## config.mk

```make
export PLATFORM = sky130hd
export DESIGN_NAME = lcp_command_port
export DESIGN_NICKNAME = d
export VERILOG_FILES = /design/src/verilog/lcp_pkg.sv /design/src/verilog/lcp_command_port.sv /design/src/verilog/lcp_sync.sv /design/src/verilog/lcp_strobe.sv
export SDC_FILE = /design/constraint.sdc
export NUM_CORES = 1
export LEC_CHECK = 0
export ABC_AREA = 1
export BUFFER_PORTS_ARGS = -buffer_cell sky130_fd_sc_hd__buf_4
export CAP_MARGIN = 25
export CELL_PAD_IN_SITES_DETAIL_PLACEMENT = 0
export CELL_PAD_IN_SITES_GLOBAL_PLACEMENT = 1
export CORE_MARGIN = 2
export CORE_UTILIZATION = 28
export CTS_CLUSTER_DIAMETER = 100
export DETAILED_ROUTE_END_ITERATION = 6
export MAX_ROUTING_LAYER = met4
export PLACE_DENSITY_LB_ADDON = 0.1
export SYNTH_ARGS = -nofsm -noshare
export SYNTH_HDL_FRONTEND = slang
export SYNTH_SLANG_ARGS = --single-unit
```

## constraint.sdc

```tcl
create_clock -name core_clk -period 3.45 [get_ports core_clk]
set_input_delay 0.69 -clock core_clk [delete_from_list [all_inputs] [get_ports core_clk]]
set_output_delay 0.69 -clock core_clk [all_outputs]
set_load 0.02 [all_outputs]
```

## src/verilog/lcp_pkg.sv

```systemverilog
// shared codes, field positions, reset values and sizes of the command port
package lcp_pkg;
   localparam int unsigned CLK_PERIOD_NS  = 50;
   localparam int unsigned DEV_PERIOD_NS  = 100;
   localparam int unsigned SYNC_STAGES    = 3;

   localparam logic [7:0] CMD_SYSTEM_SETUP  = 8'h40;
   localparam logic [7:0] CMD_STANDBY       = 8'h53;
   localparam logic [6:0] CMD_DISPLAY_SW    = 7'h2c;   // 0x58/0x59, low bit is enable
   localparam logic [7:0] CMD_REGION_SETUP  = 8'h44;
   localparam logic [7:0] CMD_CURSOR_SHAPE  = 8'h5d;
   localparam logic [7:0] CMD_GLYPH_BASE    = 8'h5c;
   localparam logic [5:0] CMD_CURSOR_DIR    = 6'h13;   // 0x4c..0x4f, low two bits direction
   localparam logic [7:0] CMD_FINE_HSHIFT   = 8'h5a;
   localparam logic [7:0] CMD_LAYER_COMPOSE = 8'h5b;
   localparam logic [7:0] CMD_CURSOR_WRITE  = 8'h46;
   localparam logic [7:0] CMD_CURSOR_READ   = 8'h47;
   localparam logic [7:0] CMD_MEMORY_WRITE  = 8'h42;
   localparam logic [7:0] CMD_MEMORY_READ   = 8'h43;

   localparam logic [3:0] SYS_PARAM_COUNT    = 4'd8;
   localparam logic [3:0] REGION_PARAM_COUNT = 4'd10;
   localparam logic [3:0] SHAPE_PARAM_COUNT  = 4'd2;
   localparam logic [3:0] PITCH_LOW_IDX      = 4'd6;
   localparam logic [3:0] PITCH_HIGH_IDX     = 4'd7;

   localparam logic [1:0] DIR_RIGHT = 2'd0;
   localparam logic [1:0] DIR_LEFT  = 2'd1;
   localparam logic [1:0] DIR_UP    = 2'd2;
   localparam logic [1:0] DIR_DOWN  = 2'd3;

   localparam int unsigned STAT_DISPLAY_BIT = 6;
   localparam int unsigned STAT_STANDBY_BIT = 0;

   localparam logic [7:0]  BYTE_RESET = 8'h00;
   localparam logic [15:0] WORD_RESET = 16'h0000;

   typedef enum logic [3:0] {
      LCP_IDLE, LCP_SYS, LCP_REGION, LCP_SHAPE, LCP_GLYPH, LCP_HSHIFT, LCP_COMPOSE,
      LCP_DISP, LCP_CSR_WR, LCP_CSR_RD, LCP_MEM_WR, LCP_MEM_RD
   } lcp_state_t;
endpackage

```

## src/verilog/lcp_command_port.sv

```systemverilog
// command and parameter interpreter behind the 8-bit host port
// Behaviour
// - reset pin low clears whole internal state
// - no bytes accepted while reset pin low
// - command on write with select high
// - display switch sets enable and attributes
// - region setup takes up to ten bytes
// - glyph base and cursor shape two bytes
// - direction codes set move direction, no bytes
// - fine shift takes exactly one byte
// - layer compose takes one byte
// - cursor address bytes handled individually
// - memory write streams every following byte
// - memory read streams bytes on reads
// - parameter bytes apply on arrival, except glyph base and region address pairs
// - preempted command keeps remaining registers
// - paired bytes apply together, lone discarded
// - address pitch bytes applied independently
// - select picks command/data and status/data
// - enable-strobe mode read high, write falling
// - separate-strobe mode write rising, read low
// - style input chooses the bus mode
`timescale 1ns/1ns
module lcp_command_port (
   input  wire logic        core_clk,
   input  wire logic        rst,
   input  wire logic        dev_rst_n,
   input  wire logic        bus_style_select,
   input  wire logic        chip_sel_n,
   input  wire logic        register_select,
   input  wire logic        wr_n_rw,
   input  wire logic        rd_n_en,
   input  wire logic [7:0]  db_in,
   output logic      [7:0]  db_out,
   output logic             db_oe,
   output logic [7:0][7:0]  sys_param_q,
   output logic [9:0][7:0]  region_param_q,
   output logic [1:0][7:0]  cursor_shape_q,
   output logic [15:0]      glyph_base_q,
   output logic [7:0]       fine_hshift_q,
   output logic [7:0]       layer_compose_q,
   output logic             display_on_q,
   output logic [7:0]       display_attr_q,
   output logic [1:0]       cursor_dir_q,
   output logic [15:0]      cursor_addr_q,
   output logic             standby_q,
   output logic [15:0]      mem_addr,
   output logic [7:0]       mem_wdata,
   output logic             mem_we,
   output logic             mem_re,
   input  wire logic [7:0]  mem_rdata
);
   logic [13:0]        pins_s;
   logic               wr_ev;
   logic               wr_rs;
   logic [7:0]         wr_data;
   logic               rd_start;
   logic               rd_end;
   logic               run_q;
   lcp_pkg::lcp_state_t state_q;
   logic [3:0]         idx_q;
   logic [7:0]         pend_q;
   logic               rd_rs_q;
   logic               fetch_q;
   logic [7:0]         rd_byte_q;

   lcp_sync #(
      .W         (14),
      .RESET_VAL (14'h0b00)
   ) u_sync (
      .core_clk (core_clk),
      .rst      (rst),
      .pin_in   ({dev_rst_n, bus_style_select, chip_sel_n, register_select, wr_n_rw,
                  rd_n_en, db_in}),
      .stable_q (pins_s)
   );

   lcp_strobe u_strobe (
      .core_clk (core_clk),
      .rst      (rst),
      .style    (pins_s[12]),
      .cs_n     (pins_s[11]),
      .rw_wr_n  (pins_s[9]),
      .rd_n_e   (pins_s[8]),
      .rs       (pins_s[10]),
      .data     (pins_s[7:0]),
      .wr_ev    (wr_ev),
      .wr_rs    (wr_rs),
      .wr_data  (wr_data),
      .rd_start (rd_start),
      .rd_end   (rd_end)
   );

   // next cursor position for a streamed byte; vertical moves use the pitch
   function automatic logic [15:0] lcp_step(input logic [15:0] addr,
                                            input logic [1:0]  dir,
                                            input logic [15:0] pitch);
      logic [15:0] r;
      r = addr;
      unique case (dir)
         lcp_pkg::DIR_RIGHT: r = addr + 16'h0001;
         lcp_pkg::DIR_LEFT:  r = addr - 16'h0001;
         lcp_pkg::DIR_UP:    r = addr - pitch;
         lcp_pkg::DIR_DOWN:  r = addr + pitch;
      endcase
      return r;
   endfunction

   wire        dev_run   = pins_s[13];
   wire        accept_wr = wr_ev & run_q;
   wire        cmd_wr    = accept_wr & wr_rs;
   wire        par_wr    = accept_wr & ~wr_rs;
   wire        accept_rd = rd_end & run_q;
   wire [15:0] pitch     = {sys_param_q[lcp_pkg::PITCH_HIGH_IDX],
                            sys_param_q[lcp_pkg::PITCH_LOW_IDX]};
   wire [15:0] next_csr  = lcp_step(cursor_addr_q, cursor_dir_q, pitch);
   wire [3:0]  idx_inc   = idx_q + 4'd1;
   // region addresses are pairs at 0/1, 3/4, 6/7, 8/9; line counts stand alone
   wire        reg_low   = (idx_q == 4'd0) | (idx_q == 4'd3) | (idx_q == 4'd6) |
                           (idx_q == 4'd8);
   wire        reg_high  = (idx_q == 4'd1) | (idx_q == 4'd4) | (idx_q == 4'd7) |
                           (idx_q == 4'd9);
   wire [7:0]  status    = {1'b0, display_on_q, 5'h00, standby_q};

   lcp_pkg::lcp_state_t cmd_state;
   always_comb begin
      cmd_state = lcp_pkg::LCP_IDLE;
      if (wr_data == lcp_pkg::CMD_SYSTEM_SETUP)       cmd_state = lcp_pkg::LCP_SYS;
      else if (wr_data == lcp_pkg::CMD_REGION_SETUP)  cmd_state = lcp_pkg::LCP_REGION;
      else if (wr_data == lcp_pkg::CMD_CURSOR_SHAPE)  cmd_state = lcp_pkg::LCP_SHAPE;
      else if (wr_data == lcp_pkg::CMD_GLYPH_BASE)    cmd_state = lcp_pkg::LCP_GLYPH;
      else if (wr_data == lcp_pkg::CMD_FINE_HSHIFT)   cmd_state = lcp_pkg::LCP_HSHIFT;
      else if (wr_data == lcp_pkg::CMD_LAYER_COMPOSE) cmd_state = lcp_pkg::LCP_COMPOSE;
      else if (wr_data[7:1] == lcp_pkg::CMD_DISPLAY_SW) cmd_state = lcp_pkg::LCP_DISP;
      else if (wr_data == lcp_pkg::CMD_CURSOR_WRITE)  cmd_state = lcp_pkg::LCP_CSR_WR;
      else if (wr_data == lcp_pkg::CMD_CURSOR_READ)   cmd_state = lcp_pkg::LCP_CSR_RD;
      else if (wr_data == lcp_pkg::CMD_MEMORY_WRITE)  cmd_state = lcp_pkg::LCP_MEM_WR;
      else if (wr_data == lcp_pkg::CMD_MEMORY_READ)   cmd_state = lcp_pkg::LCP_MEM_RD;
   end

   // read byte for high select: cursor bytes in cursor-read mode, else memory
   wire [7:0] data_rd = (state_q == lcp_pkg::LCP_CSR_RD) ?
                        (idx_q[0] ? cursor_addr_q[15:8] : cursor_addr_q[7:0]) :
                        rd_byte_q;
   wire [7:0] rd_sel  = pins_s[10] ? data_rd : status;

   always_ff @(posedge core_clk) begin
      if (rst || !dev_run) begin
         run_q           <= 1'b0;
         state_q         <= lcp_pkg::LCP_IDLE;
         idx_q           <= 4'd0;
         pend_q          <= lcp_pkg::BYTE_RESET;
         sys_param_q     <= '0;
         region_param_q  <= '0;
         cursor_shape_q  <= '0;
         glyph_base_q    <= lcp_pkg::WORD_RESET;
         fine_hshift_q   <= lcp_pkg::BYTE_RESET;
         layer_compose_q <= lcp_pkg::BYTE_RESET;
         display_on_q    <= 1'b0;
         display_attr_q  <= lcp_pkg::BYTE_RESET;
         cursor_dir_q    <= lcp_pkg::DIR_RIGHT;
         cursor_addr_q   <= lcp_pkg::WORD_RESET;
         standby_q       <= 1'b0;
         mem_addr        <= lcp_pkg::WORD_RESET;
         mem_wdata       <= lcp_pkg::BYTE_RESET;
         mem_we          <= 1'b0;
         mem_re          <= 1'b0;
         fetch_q         <= 1'b0;
         rd_byte_q       <= lcp_pkg::BYTE_RESET;
         rd_rs_q         <= 1'b0;
         db_out          <= lcp_pkg::BYTE_RESET;
         db_oe           <= 1'b0;
      end else begin
         // one idle cycle after release hides strobe edges from sync settling
         run_q   <= 1'b1;
         mem_we  <= 1'b0;
         mem_re  <= 1'b0;
         fetch_q <= mem_re;
         if (fetch_q) begin
            rd_byte_q <= mem_rdata;
         end
         if (cmd_wr) begin
            state_q <= cmd_state;
            idx_q   <= 4'd0;
            if (wr_data == lcp_pkg::CMD_STANDBY) begin
               standby_q <= 1'b1;
            end
            if (wr_data == lcp_pkg::CMD_SYSTEM_SETUP) begin
               standby_q <= 1'b0;
            end
            if (wr_data[7:1] == lcp_pkg::CMD_DISPLAY_SW) begin
               display_on_q <= wr_data[0];
            end
            if (wr_data[7:2] == lcp_pkg::CMD_CURSOR_DIR) begin
               cursor_dir_q <= wr_data[1:0];
            end
            if (wr_data == lcp_pkg::CMD_MEMORY_READ) begin
               mem_re   <= 1'b1;
               mem_addr <= cursor_addr_q;
            end
         end else if (par_wr) begin
            unique case (state_q)
               lcp_pkg::LCP_SYS: begin
                  // pitch bytes sit at 6 and 7 and land on their own
                  if (idx_q < lcp_pkg::SYS_PARAM_COUNT) begin
                     sys_param_q[idx_q[2:0]] <= wr_data;
                     idx_q                   <= idx_inc;
                  end
               end
               lcp_pkg::LCP_REGION: begin
                  if (idx_q < lcp_pkg::REGION_PARAM_COUNT) begin
                     idx_q <= idx_inc;
                     if (reg_low) begin
                        pend_q <= wr_data;
                     end else if (reg_high) begin
                        region_param_q[idx_q - 4'd1] <= pend_q;
                        region_param_q[idx_q]        <= wr_data;
                     end else begin
                        region_param_q[idx_q] <= wr_data;
                     end
                  end
               end
               lcp_pkg::LCP_SHAPE: begin
                  if (idx_q < lcp_pkg::SHAPE_PARAM_COUNT) begin
                     cursor_shape_q[idx_q[0]] <= wr_data;
                     idx_q                    <= idx_inc;
                  end
               end
               lcp_pkg::LCP_GLYPH: begin
                  if (idx_q == 4'd0) begin
                     pend_q <= wr_data;
                     idx_q  <= idx_inc;
                  end else if (idx_q == 4'd1) begin
                     glyph_base_q <= {wr_data, pend_q};
                     idx_q        <= idx_inc;
                  end
               end
               lcp_pkg::LCP_HSHIFT: begin
                  if (idx_q == 4'd0) begin
                     fine_hshift_q <= wr_data;
                     idx_q         <= idx_inc;
                  end
               end
               lcp_pkg::LCP_COMPOSE: begin
                  if (idx_q == 4'd0) begin
                     layer_compose_q <= wr_data;
                     idx_q           <= idx_inc;
                  end
               end
               lcp_pkg::LCP_DISP: begin
                  if (idx_q == 4'd0) begin
                     display_attr_q <= wr_data;
                     idx_q          <= idx_inc;
                  end
               end
               lcp_pkg::LCP_CSR_WR: begin
                  if (idx_q == 4'd0) begin
                     cursor_addr_q[7:0] <= wr_data;
                     idx_q              <= idx_inc;
                  end else if (idx_q == 4'd1) begin
                     cursor_addr_q[15:8] <= wr_data;
                     idx_q               <= idx_inc;
                  end
               end
               lcp_pkg::LCP_MEM_WR: begin
                  mem_we        <= 1'b1;
                  mem_addr      <= cursor_addr_q;
                  mem_wdata     <= wr_data;
                  cursor_addr_q <= next_csr;
               end
               lcp_pkg::LCP_IDLE, lcp_pkg::LCP_CSR_RD, lcp_pkg::LCP_MEM_RD: begin
                  idx_q <= idx_q;
               end
            endcase
         end
         if (rd_start && run_q) begin
            db_out  <= rd_sel;
            db_oe   <= 1'b1;
            rd_rs_q <= pins_s[10];
         end else if (rd_end) begin
            db_oe <= 1'b0;
         end
         if (accept_rd && rd_rs_q) begin
            if (state_q == lcp_pkg::LCP_CSR_RD && idx_q < 4'd2) begin
               idx_q <= idx_inc;
            end else if (state_q == lcp_pkg::LCP_MEM_RD) begin
               cursor_addr_q <= next_csr;
               mem_re        <= 1'b1;
               mem_addr      <= next_csr;
            end
         end
      end
   end
endmodule // lcp_command_port

```

## src/verilog/lcp_sync.sv

```systemverilog
// three-stage input synchroniser, a bit changes once stages two and three agree
`timescale 1ns/1ns
module lcp_sync #(
   parameter int unsigned W         = 1,
   parameter logic [W-1:0] RESET_VAL = '0
) (
   input  wire logic         core_clk,
   input  wire logic         rst,
   input  wire logic [W-1:0] pin_in,
   output logic      [W-1:0] stable_q
);
   logic [W-1:0] s1_q;
   logic [W-1:0] s2_q;
   logic [W-1:0] s3_q;

   genvar i;
   generate
      for (i = 0; i < W; i++) begin : g_bit
         always_ff @(posedge core_clk) begin
            if (rst) begin
               s1_q[i]     <= RESET_VAL[i];
               s2_q[i]     <= RESET_VAL[i];
               s3_q[i]     <= RESET_VAL[i];
               stable_q[i] <= RESET_VAL[i];
            end else begin
               s1_q[i] <= pin_in[i];
               s2_q[i] <= s1_q[i];
               s3_q[i] <= s2_q[i];
               // s1 stays private to s2, the filter only sees later stages
               if (s2_q[i] == s3_q[i]) begin
                  stable_q[i] <= s3_q[i];
               end
            end
         end
      end
   endgenerate
endmodule // lcp_sync

```

## src/verilog/lcp_strobe.sv

```systemverilog
// turns synchronised bus pins into write and read events for either bus style
`timescale 1ns/1ns
module lcp_strobe (
   input  wire logic       core_clk,
   input  wire logic       rst,
   input  wire logic       style,
   input  wire logic       cs_n,
   input  wire logic       rw_wr_n,
   input  wire logic       rd_n_e,
   input  wire logic       rs,
   input  wire logic [7:0] data,
   output logic            wr_ev,
   output logic            wr_rs,
   output logic [7:0]      wr_data,
   output logic            rd_start,
   output logic            rd_end
);
   logic       cs_n_q;
   logic       rw_wr_n_q;
   logic       rd_n_e_q;
   logic       rs_q;
   logic [7:0] data_q;
   logic       rd_act_q;

   wire sel       = ~cs_n;
   wire sel_prev  = ~cs_n_q;
   wire en_fall   = rd_n_e_q & ~rd_n_e;
   wire wr_rise   = ~rw_wr_n_q & rw_wr_n;
   wire wr_en_ev  = en_fall & sel_prev & ~rw_wr_n_q;
   wire wr_sep_ev = wr_rise & sel_prev;
   wire rd_en     = sel & rd_n_e & rw_wr_n;
   wire rd_sep    = sel & ~rd_n_e;
   wire rd_act    = style ? rd_en : rd_sep;

   // values one sample before the strobe edge, since hold time may be zero
   assign wr_ev    = style ? wr_en_ev : wr_sep_ev;
   assign wr_rs    = rs_q;
   assign wr_data  = data_q;
   assign rd_start = rd_act & ~rd_act_q;
   assign rd_end   = ~rd_act & rd_act_q;

   always_ff @(posedge core_clk) begin
      if (rst) begin
         cs_n_q    <= 1'b1;
         rw_wr_n_q <= 1'b1;
         rd_n_e_q  <= 1'b0;
         rs_q      <= 1'b0;
         data_q    <= lcp_pkg::BYTE_RESET;
         rd_act_q  <= 1'b0;
      end else begin
         cs_n_q    <= cs_n;
         rw_wr_n_q <= rw_wr_n;
         rd_n_e_q  <= rd_n_e;
         rs_q      <= rs;
         data_q    <= data;
         rd_act_q  <= rd_act;
      end
   end
endmodule // lcp_strobe

```

==> results_dict.tcl, run 1 <==
set metrics [dict create \
    status "completed" \
    min_path_cells 2 \
    synth_edf_count 0 \
    worstMarginPinSlew_ns 1.04 \
    drtAntennaViolNets 0 \
    gp_congestion 0.873 \
    fin_crit_ns 3.07 \
    dpl-instance-area_um2 18900 \
    vias 15600 \
    clock-skew-final_ns 0.0283 \
    htreeDepth 2 \
    end_kind "flip-flop" \
    portBuffers 278 \
    first_global_vias 15000 \
    fin_nets 2552 \
    synth-compound-area-share_pct 21.9 \
    layout.cells.non_filler 3290 \
    synth_area_um2 15900 \
    syn_avg_cell_area_um2 7.09 \
    synth.yosys.warnings 0 \
    final_util_pct 36.0 \
    synthAdderAreaFrac_pct 2.09 \
    num-fill-cells 6005 \
    yosysUniqueCellTypes 48 \
    critPathLaunchType "flip-flop" \
    yosys.area_share.simple_pct 21.1 \
    rr_endpoint "cursor_addr_q[14]$_SDFF_PN0_" \
    fin_crit_sh_pct 88.8 \
    r2r-start "sys_param_q[48]$_SDFFE_PN0P_" \
    seq_area_frac_synth_pct 44.2 \
    ir_drop_mv 0.312 \
    drv_slew 0 \
    drt_iter0_drc 1142 \
    worst-r2r-setup-slack_ns 0.38 \
    syn_to_final_growth_pct 27.4 \
    cts.clk_slew.worst_paths_ns 0.06 \
    p_leak_nw 8.39 \
    fp-row-count 87 \
    wl_per_cell_um 19.0 \
    die-area_um2 58700 \
    maxCapViolCount 0 \
    drt-pass1-iter-count 6 \
    synth-main-ff-cell "dfxtp_1" \
    crit_arrival_ns 3.55 \
    gr-total-overflow 0 \
    vias_per_cell 4.75 \
    multi_input_area_um2 7410 \
    wl_mm 62.5 \
    setup_tns_ns 0 \
    gr-usage-all-layers_pct 21.3 \
    slew_headroom_pct 30.8 \
    async_flop_share_pct 0 \
    tritoncts "yes" \
    synth_fp_nets 2291 \
    min_from "wr_n_rw" \
    crit_fanout 4 \
    fmax_mhz 326 \
    cts_root_buf "clkbuf_16" \
    whs_endpoint "u_sync.s1_q[9]$_SDFF_PP1_" \
    ios 279 \
    grt_pass1_wl_mm 94.0 \
    fp.coreArea_um2 56300 \
    syn_inst 2241 \
    drc 0 \
    drive_gt1_share_pct 17.5 \
    seq_area_um2 7030 \
    p_per_area_nw_per_um2 423 \
    ys_ff_latch 351 \
    cts_num_sinks 351 \
    cts_inserted_buffers 42 \
    stdcell_area_um2 20300 \
    start_util_pct 28.2 \
    hpwlAfterDp_mm 44.5 \
    synth_top_family_by_area "compound AO/OA/AOI/OAI gates" \
    grt_setup_unrepaired "false" \
    die_x_um 242 \
    antenna_found_initial 0 \
    critPathKind "reg2reg" \
    synth_mux_area_share_pct 0 \
    setup_viol 0 \
    grt_max_degree 211 \
    r2r_cells 19 \
    min_path_type "in2reg" \
    place_inst 3214 \
    clk_latency_ns 0.57 \
    antenna_cells 0 \
    required_ns 3.93 \
    die_height_um 242 \
    hold_viol_final 0 \
    post_cts_buffers 0 \
    max-clock-path-buffers 3 \
    synth_xor_area_share_pct 1.38 \
]
flip-flops by register name (all words and copies together) (netlist names), 14 cells and up:
name             cells
u_sync.stable_q     14
glyph_base_q        16
u_sync.s2_q         14
cursor_addr_q       16
u_sync.s1_q         14
region_param_q      80
cursor_shape_q      16
mem_addr            16
sys_param_q         64
u_sync.s3_q         14
metal layers:
layer,part of all wire (%),vias to the layer above,GRT usage [%],wire (µm)
li1,-,7866,-,-
met1,47,7242,28.6,29500
met2,44,457,32.7,27700
met3,6.5,78,4.36,4060
met4,2.1,0,5.61,1300
met5,0,-,-,0
layout make-up:
class / count / share of cell area (%)
multi-input combinational: 1504 / 36.6
tap: 756 / 4.67
sequential: 351 / 34.7
clock inverter: 14 / 0.859
timing repair buffer: 324 / 12.1
clock buffer: 62 / 5.91
inverter: 279 / 5.17
power by group:
group	leakage [nW]	internal, mW	switching [mW]
clock	0.656	2.58	1.85
combinational	4.90	0.0287	0.0311
sequential	2.83	4.07	0.00732
total	8.39	6.68	1.88
timing repair:
item | in CTS | in global routing
hold buffers | 0 | 0
endpoints found under the setup margin | 0 | 1
gates resized for setup | 0 | 1
metrics by stage:
step           worst slack [ns]  total power, mW  hold slack [ns]
2_1_floorplan             0.590             4.20            0.388
3_3_place_gp              0.358             4.23            0.392
3_5_place_dp              0.383             4.23            0.394
4_1_cts                   0.367             8.71            0.253
5_1_grt                  0.0536             8.89            0.269
6_report                  0.385             8.57            0.298
worst max-delay path, stage by stage (launching register included):
cell	delay, ns
dfxtp_1	0.33
nor3_1	0.28
nand2_1	0.09
nand2_1	0.10
o21ai_0	0.14
nor2_1	0.25
o21ai_0	0.16
xor2_1	0.17
ha_1	0.35
a21oi_1	0.26
nand2_1	0.10
a21oi_1	0.19
nand2_1	0.08
nand2_1	0.08
nand3_1	0.07
nand2_1	0.08
nand2_1	0.05
nand2_1	0.05
nand2_1	0.04
a21oi_1	0.12
synthesized netlist by cell type (all sizes together), types with 21 or more instances:
cell | number | share of area, %
o21ai | 288 | 9.1
nand2 | 380 | 9.1
o211ai | 23 | 1.1
nor2 | 309 | 7.6
nand3 | 58 | 1.9
clkbuf | 87 | 2.1
a21oi | 255 | 8.2
a211oi | 21 | 0.99
nor3 | 24 | 0.92
dfxtp | 351 | 44
inv | 270 | 6.4
ha | 25 | 2.0
o22ai | 47 | 1.8
cells by family (layout without fill, tap and decap cells):
| logic type | Yosys count | count (layout) |
|---|---|---|
| flip-flops | 351 | 351 |
| buffers and inverters | 386 | 679 |
| XOR/XNOR | 25 | 25 |
| AO/OA/AOI/OAI | 650 | 650 |
| AND/OR/NAND/NOR | 803 | 803 |
| adder cells (fa/ha/maj) | 26 | 26 |
worst max-delay path by stage:
stage,startpoint,end,slack [ns],depth (start not counted)
final,sys_param_q[48]$_SDFFE_PN0P_,cursor_addr_q[14]$_SDFF_PN0_,0.38,19
after global routing,sys_param_q[49]$_SDFFE_PN0P_,cursor_addr_q[13]$_SDFF_PN0_,0.05,23
after CTS,sys_param_q[48]$_SDFFE_PN0P_,cursor_addr_q[14]$_SDFF_PN0_,0.37,19
after detailed placement,sys_param_q[48]$_SDFFE_PN0P_,cursor_addr_q[14]$_SDFF_PN0_,0.38,19
after global placement,sys_param_q[48]$_SDFFE_PN0P_,cursor_addr_q[14]$_SDFF_PN0_,0.36,19
after floorplan,cursor_dir_q[0]$_SDFFE_PN0P_,cursor_addr_q[14]$_SDFF_PN0_,0.59,19
placed cells by master, fill, tap and decap left out, types with 4 or more instances in the layout:
| cell | n |
|---|---|
| clkbuf_16 | 43 |
| nor2_1 | 294 |
| nand3_1 | 57 |
| xnor2_1 | 6 |
| nand2_1 | 374 |
| ha_1 | 25 |
| o211ai_1 | 23 |
| clkinvlp_4 | 4 |
| nor2_2 | 10 |
| clkinv_1 | 9 |
| inv_1 | 254 |
| a31oi_1 | 6 |
| inv_2 | 16 |
| clkbuf_1 | 14 |
| dfxtp_1 | 351 |
| buf_4 | 322 |
| nand2_2 | 6 |
| o21ai_0 | 251 |
| or2_1 | 5 |
| a21oi_1 | 253 |
| o22ai_1 | 47 |
| nor2_4 | 5 |
| nand4_1 | 8 |
| or2_2 | 10 |
| nor3_1 | 20 |
| clkinv_2 | 5 |
| xor2_1 | 19 |
| o21ai_1 | 36 |
| clkbuf_8 | 5 |
| a211oi_1 | 21 |
Note: power is estimated with default switching activity, not from simulation.
==> inputs of run 2 (changes only) <==
CORE_MARGIN = not set   (was 2)
GPL_TIMING_DRIVEN = 0   (was not set)
==> results_dict.tcl, run 2 (synthesized netlist as in run 1, its figures left out) <==
set metrics [dict create \
    status "completed" \
    fin_nets 2614 \
    setup_tns_ns 0 \
    wl_per_cell_um 19.9 \
    ir_drop_mv 0.309 \
    die_x_um 240 \
    drt-pass1-iter-count 5 \
    hpwlAfterDp_mm 49.8 \
    p_total_mw 8.67 \
    p_leak_nw 8.36 \
    most-common-layout-cells "nand2_1, dfxtp_1, nor2_1, buf_4, inv_1" \
    fp-row-count 86 \
    max-clock-path-buffers 3 \
    clk_latency_ns 0.57 \
    cp_common_cell "inv_2" \
    critPathKind "reg2reg" \
    gp_congestion 0.891 \
    critPathLaunchType "flip-flop" \
    vias 16200 \
    cts_inserted_buffers 43 \
    worstMarginPinSlew_ns 1.10 \
    antenna_found_initial 2 \
    fin_crit_ns 3.18 \
    fp.coreArea_um2 55600 \
    p_per_area_nw_per_um2 425 \
    syn_to_final_growth_pct 28.2 \
    cts_root_buf "clkbuf_16" \
    hold_ws_ns 0.318 \
    drt_iter0_drc 1102 \
    crit_slowest_cell "dfxtp_1" \
    gr-total-overflow 0 \
    die-area_um2 57700 \
    cts.clk_slew.worst_paths_ns 0.06 \
    required_ns 3.95 \
    fin_crit_sh_pct 92.3 \
    ios 279 \
    maxCapViolCount 0 \
    reg_top3 "region_param_q x80, sys_param_q x64" \
    slew_headroom_pct 26.8 \
    hold_viol_final 0 \
    num-fill-cells 5971 \
    first_global_vias 15700 \
    grt_max_degree 22 \
    path_cells "buf_2 > clkinv_4 > ha_1 > nand2_4 > inv_2 > nor2_4 > nand4_4 > nor2_2 > nand3_4 > inv_2 > o21ai_2 > inv_2 > o21ai_1 > nor2_1" \
    gr-usage-all-layers_pct 23.3 \
    largest_reg_flops 80 \
    seq_area_um2 7030 \
    tritoncts "yes" \
    setup_viol 0 \
    multi_input_area_um2 7430 \
    fmax_mhz 314 \
    portBuffers 277 \
    clock-skew-final_ns 0.0209 \
    end_kind "flip-flop" \
    drtAntennaViolNets 0 \
    crit_arrival_ns 3.68 \
    crit_fanout 21 \
    start_util_pct 28.6 \
    drv_slew 0 \
    cts_num_sinks 351 \
    hold_buffers 0 \
    critPathMaxStageDelay_ns 0.42 \
    min_path_type "in2reg" \
    vias_per_cell 4.84 \
    stdcell_area_um2 20400 \
    grt_setup_unrepaired "false" \
    wl_mm 66.5 \
    top_register "region_param_q" \
    drive_gt1_share_pct 16.4 \
    drc 0 \
    final_common_cell "nand2_1" \
    dpl-instance-area_um2 18900 \
    grt_pass1_wl_mm 97.5 \
    die_height_um 240 \
    htreeDepth 2 \
]
run 2: cell count changes in the layout (fill, tap and decap cells not counted), moves of 2 or more:
cell and change:
a21oi_1 -3, a21oi_2 +3, buf_1 +6, buf_12 -2, buf_2 +12, buf_4 -40
clkbuf_1 +78, clkbuf_16 +2, clkbuf_8 +4, o21ai_0 -2, o21ai_1 +2
run 2: critical path, delay by kind of cell, from the launching register on:
family,cells,cell delay [ns]
fa+ha+maj,1,0.38
buf+inv,5,1.10
simple gates,6,0.95
flops,1,0.42
compound gates,2,0.25
run 2: path summary, 6_finish.rpt:
path | cells past startpoint | slack (ns) | startpoint | to
worst max-delay path | 14 | 0.27 | idx_q[0]$_SDFF_PN0_ | region_param_q[35]$_SDFFE_PN0P_
worst min-delay path | 2 | 0.32 | chip_sel_n | u_sync.s1_q[11]$_SDFF_PP1_
worst max register to register | 14 | 0.27 | idx_q[0]$_SDFF_PN0_ | region_param_q[35]$_SDFFE_PN0P_
worst min register to register | 2 | 0.40 | u_sync.s1_q[6]$_SDFF_PP0_ | u_sync.s2_q[6]$_SDFF_PP0_
run 2: stage by stage:
stage	std cells	utilization (%)	setup WS (ns)
after floorplan	2241	-	0.590
after global placement	3266	34.0	-1.00
after detailed placement	3266	34.0	-0.946
after CTS	3337	36.5	0.00123
after global routing	3339	36.6	0.000551
final	3340	36.6	0.267
run 2: layer usage:
layer | wire length, µm | global-route usage [%] | vias up
li1 | - | - | 7982
met5 | 0 | - | -
met4 | 1530 | 6.66 | 0
met3 | 4750 | 5.06 | 75
met2 | 29300 | 35.2 | 492
met1 | 30900 | 30.9 | 7611
run 2: timing repair:
action | CTS | global route
gates resized for setup | 4 | 17
setup endpoints to repair | 152 | 54
buffers inserted | 0 | 2
pin swaps | 0 | 4
run 2: layout make-up:
| class | count | area share (%) |
|---|---|---|
| Multi-Input combinational cell | 1504 | 36.5 |
| Sequential cell | 351 | 34.5 |
| Timing Repair Buffer | 279 | 10.3 |
| Clock buffer | 62 | 6.28 |
| Inverter | 279 | 5.16 |
| Tap cell | 748 | 4.59 |
| Buffer | 106 | 2.12 |
| Clock inverter | 10 | 0.602 |
| Antenna cell | 1 | 0.0123 |
run 2: report_power, final:
group          internal, mW  switching, mW  total, mW  leakage, nW
Combinational        0.0283         0.0332     0.0615         4.84
Sequential             4.08        0.00764       4.08         2.83
Clock                  2.72           1.81       4.52        0.683
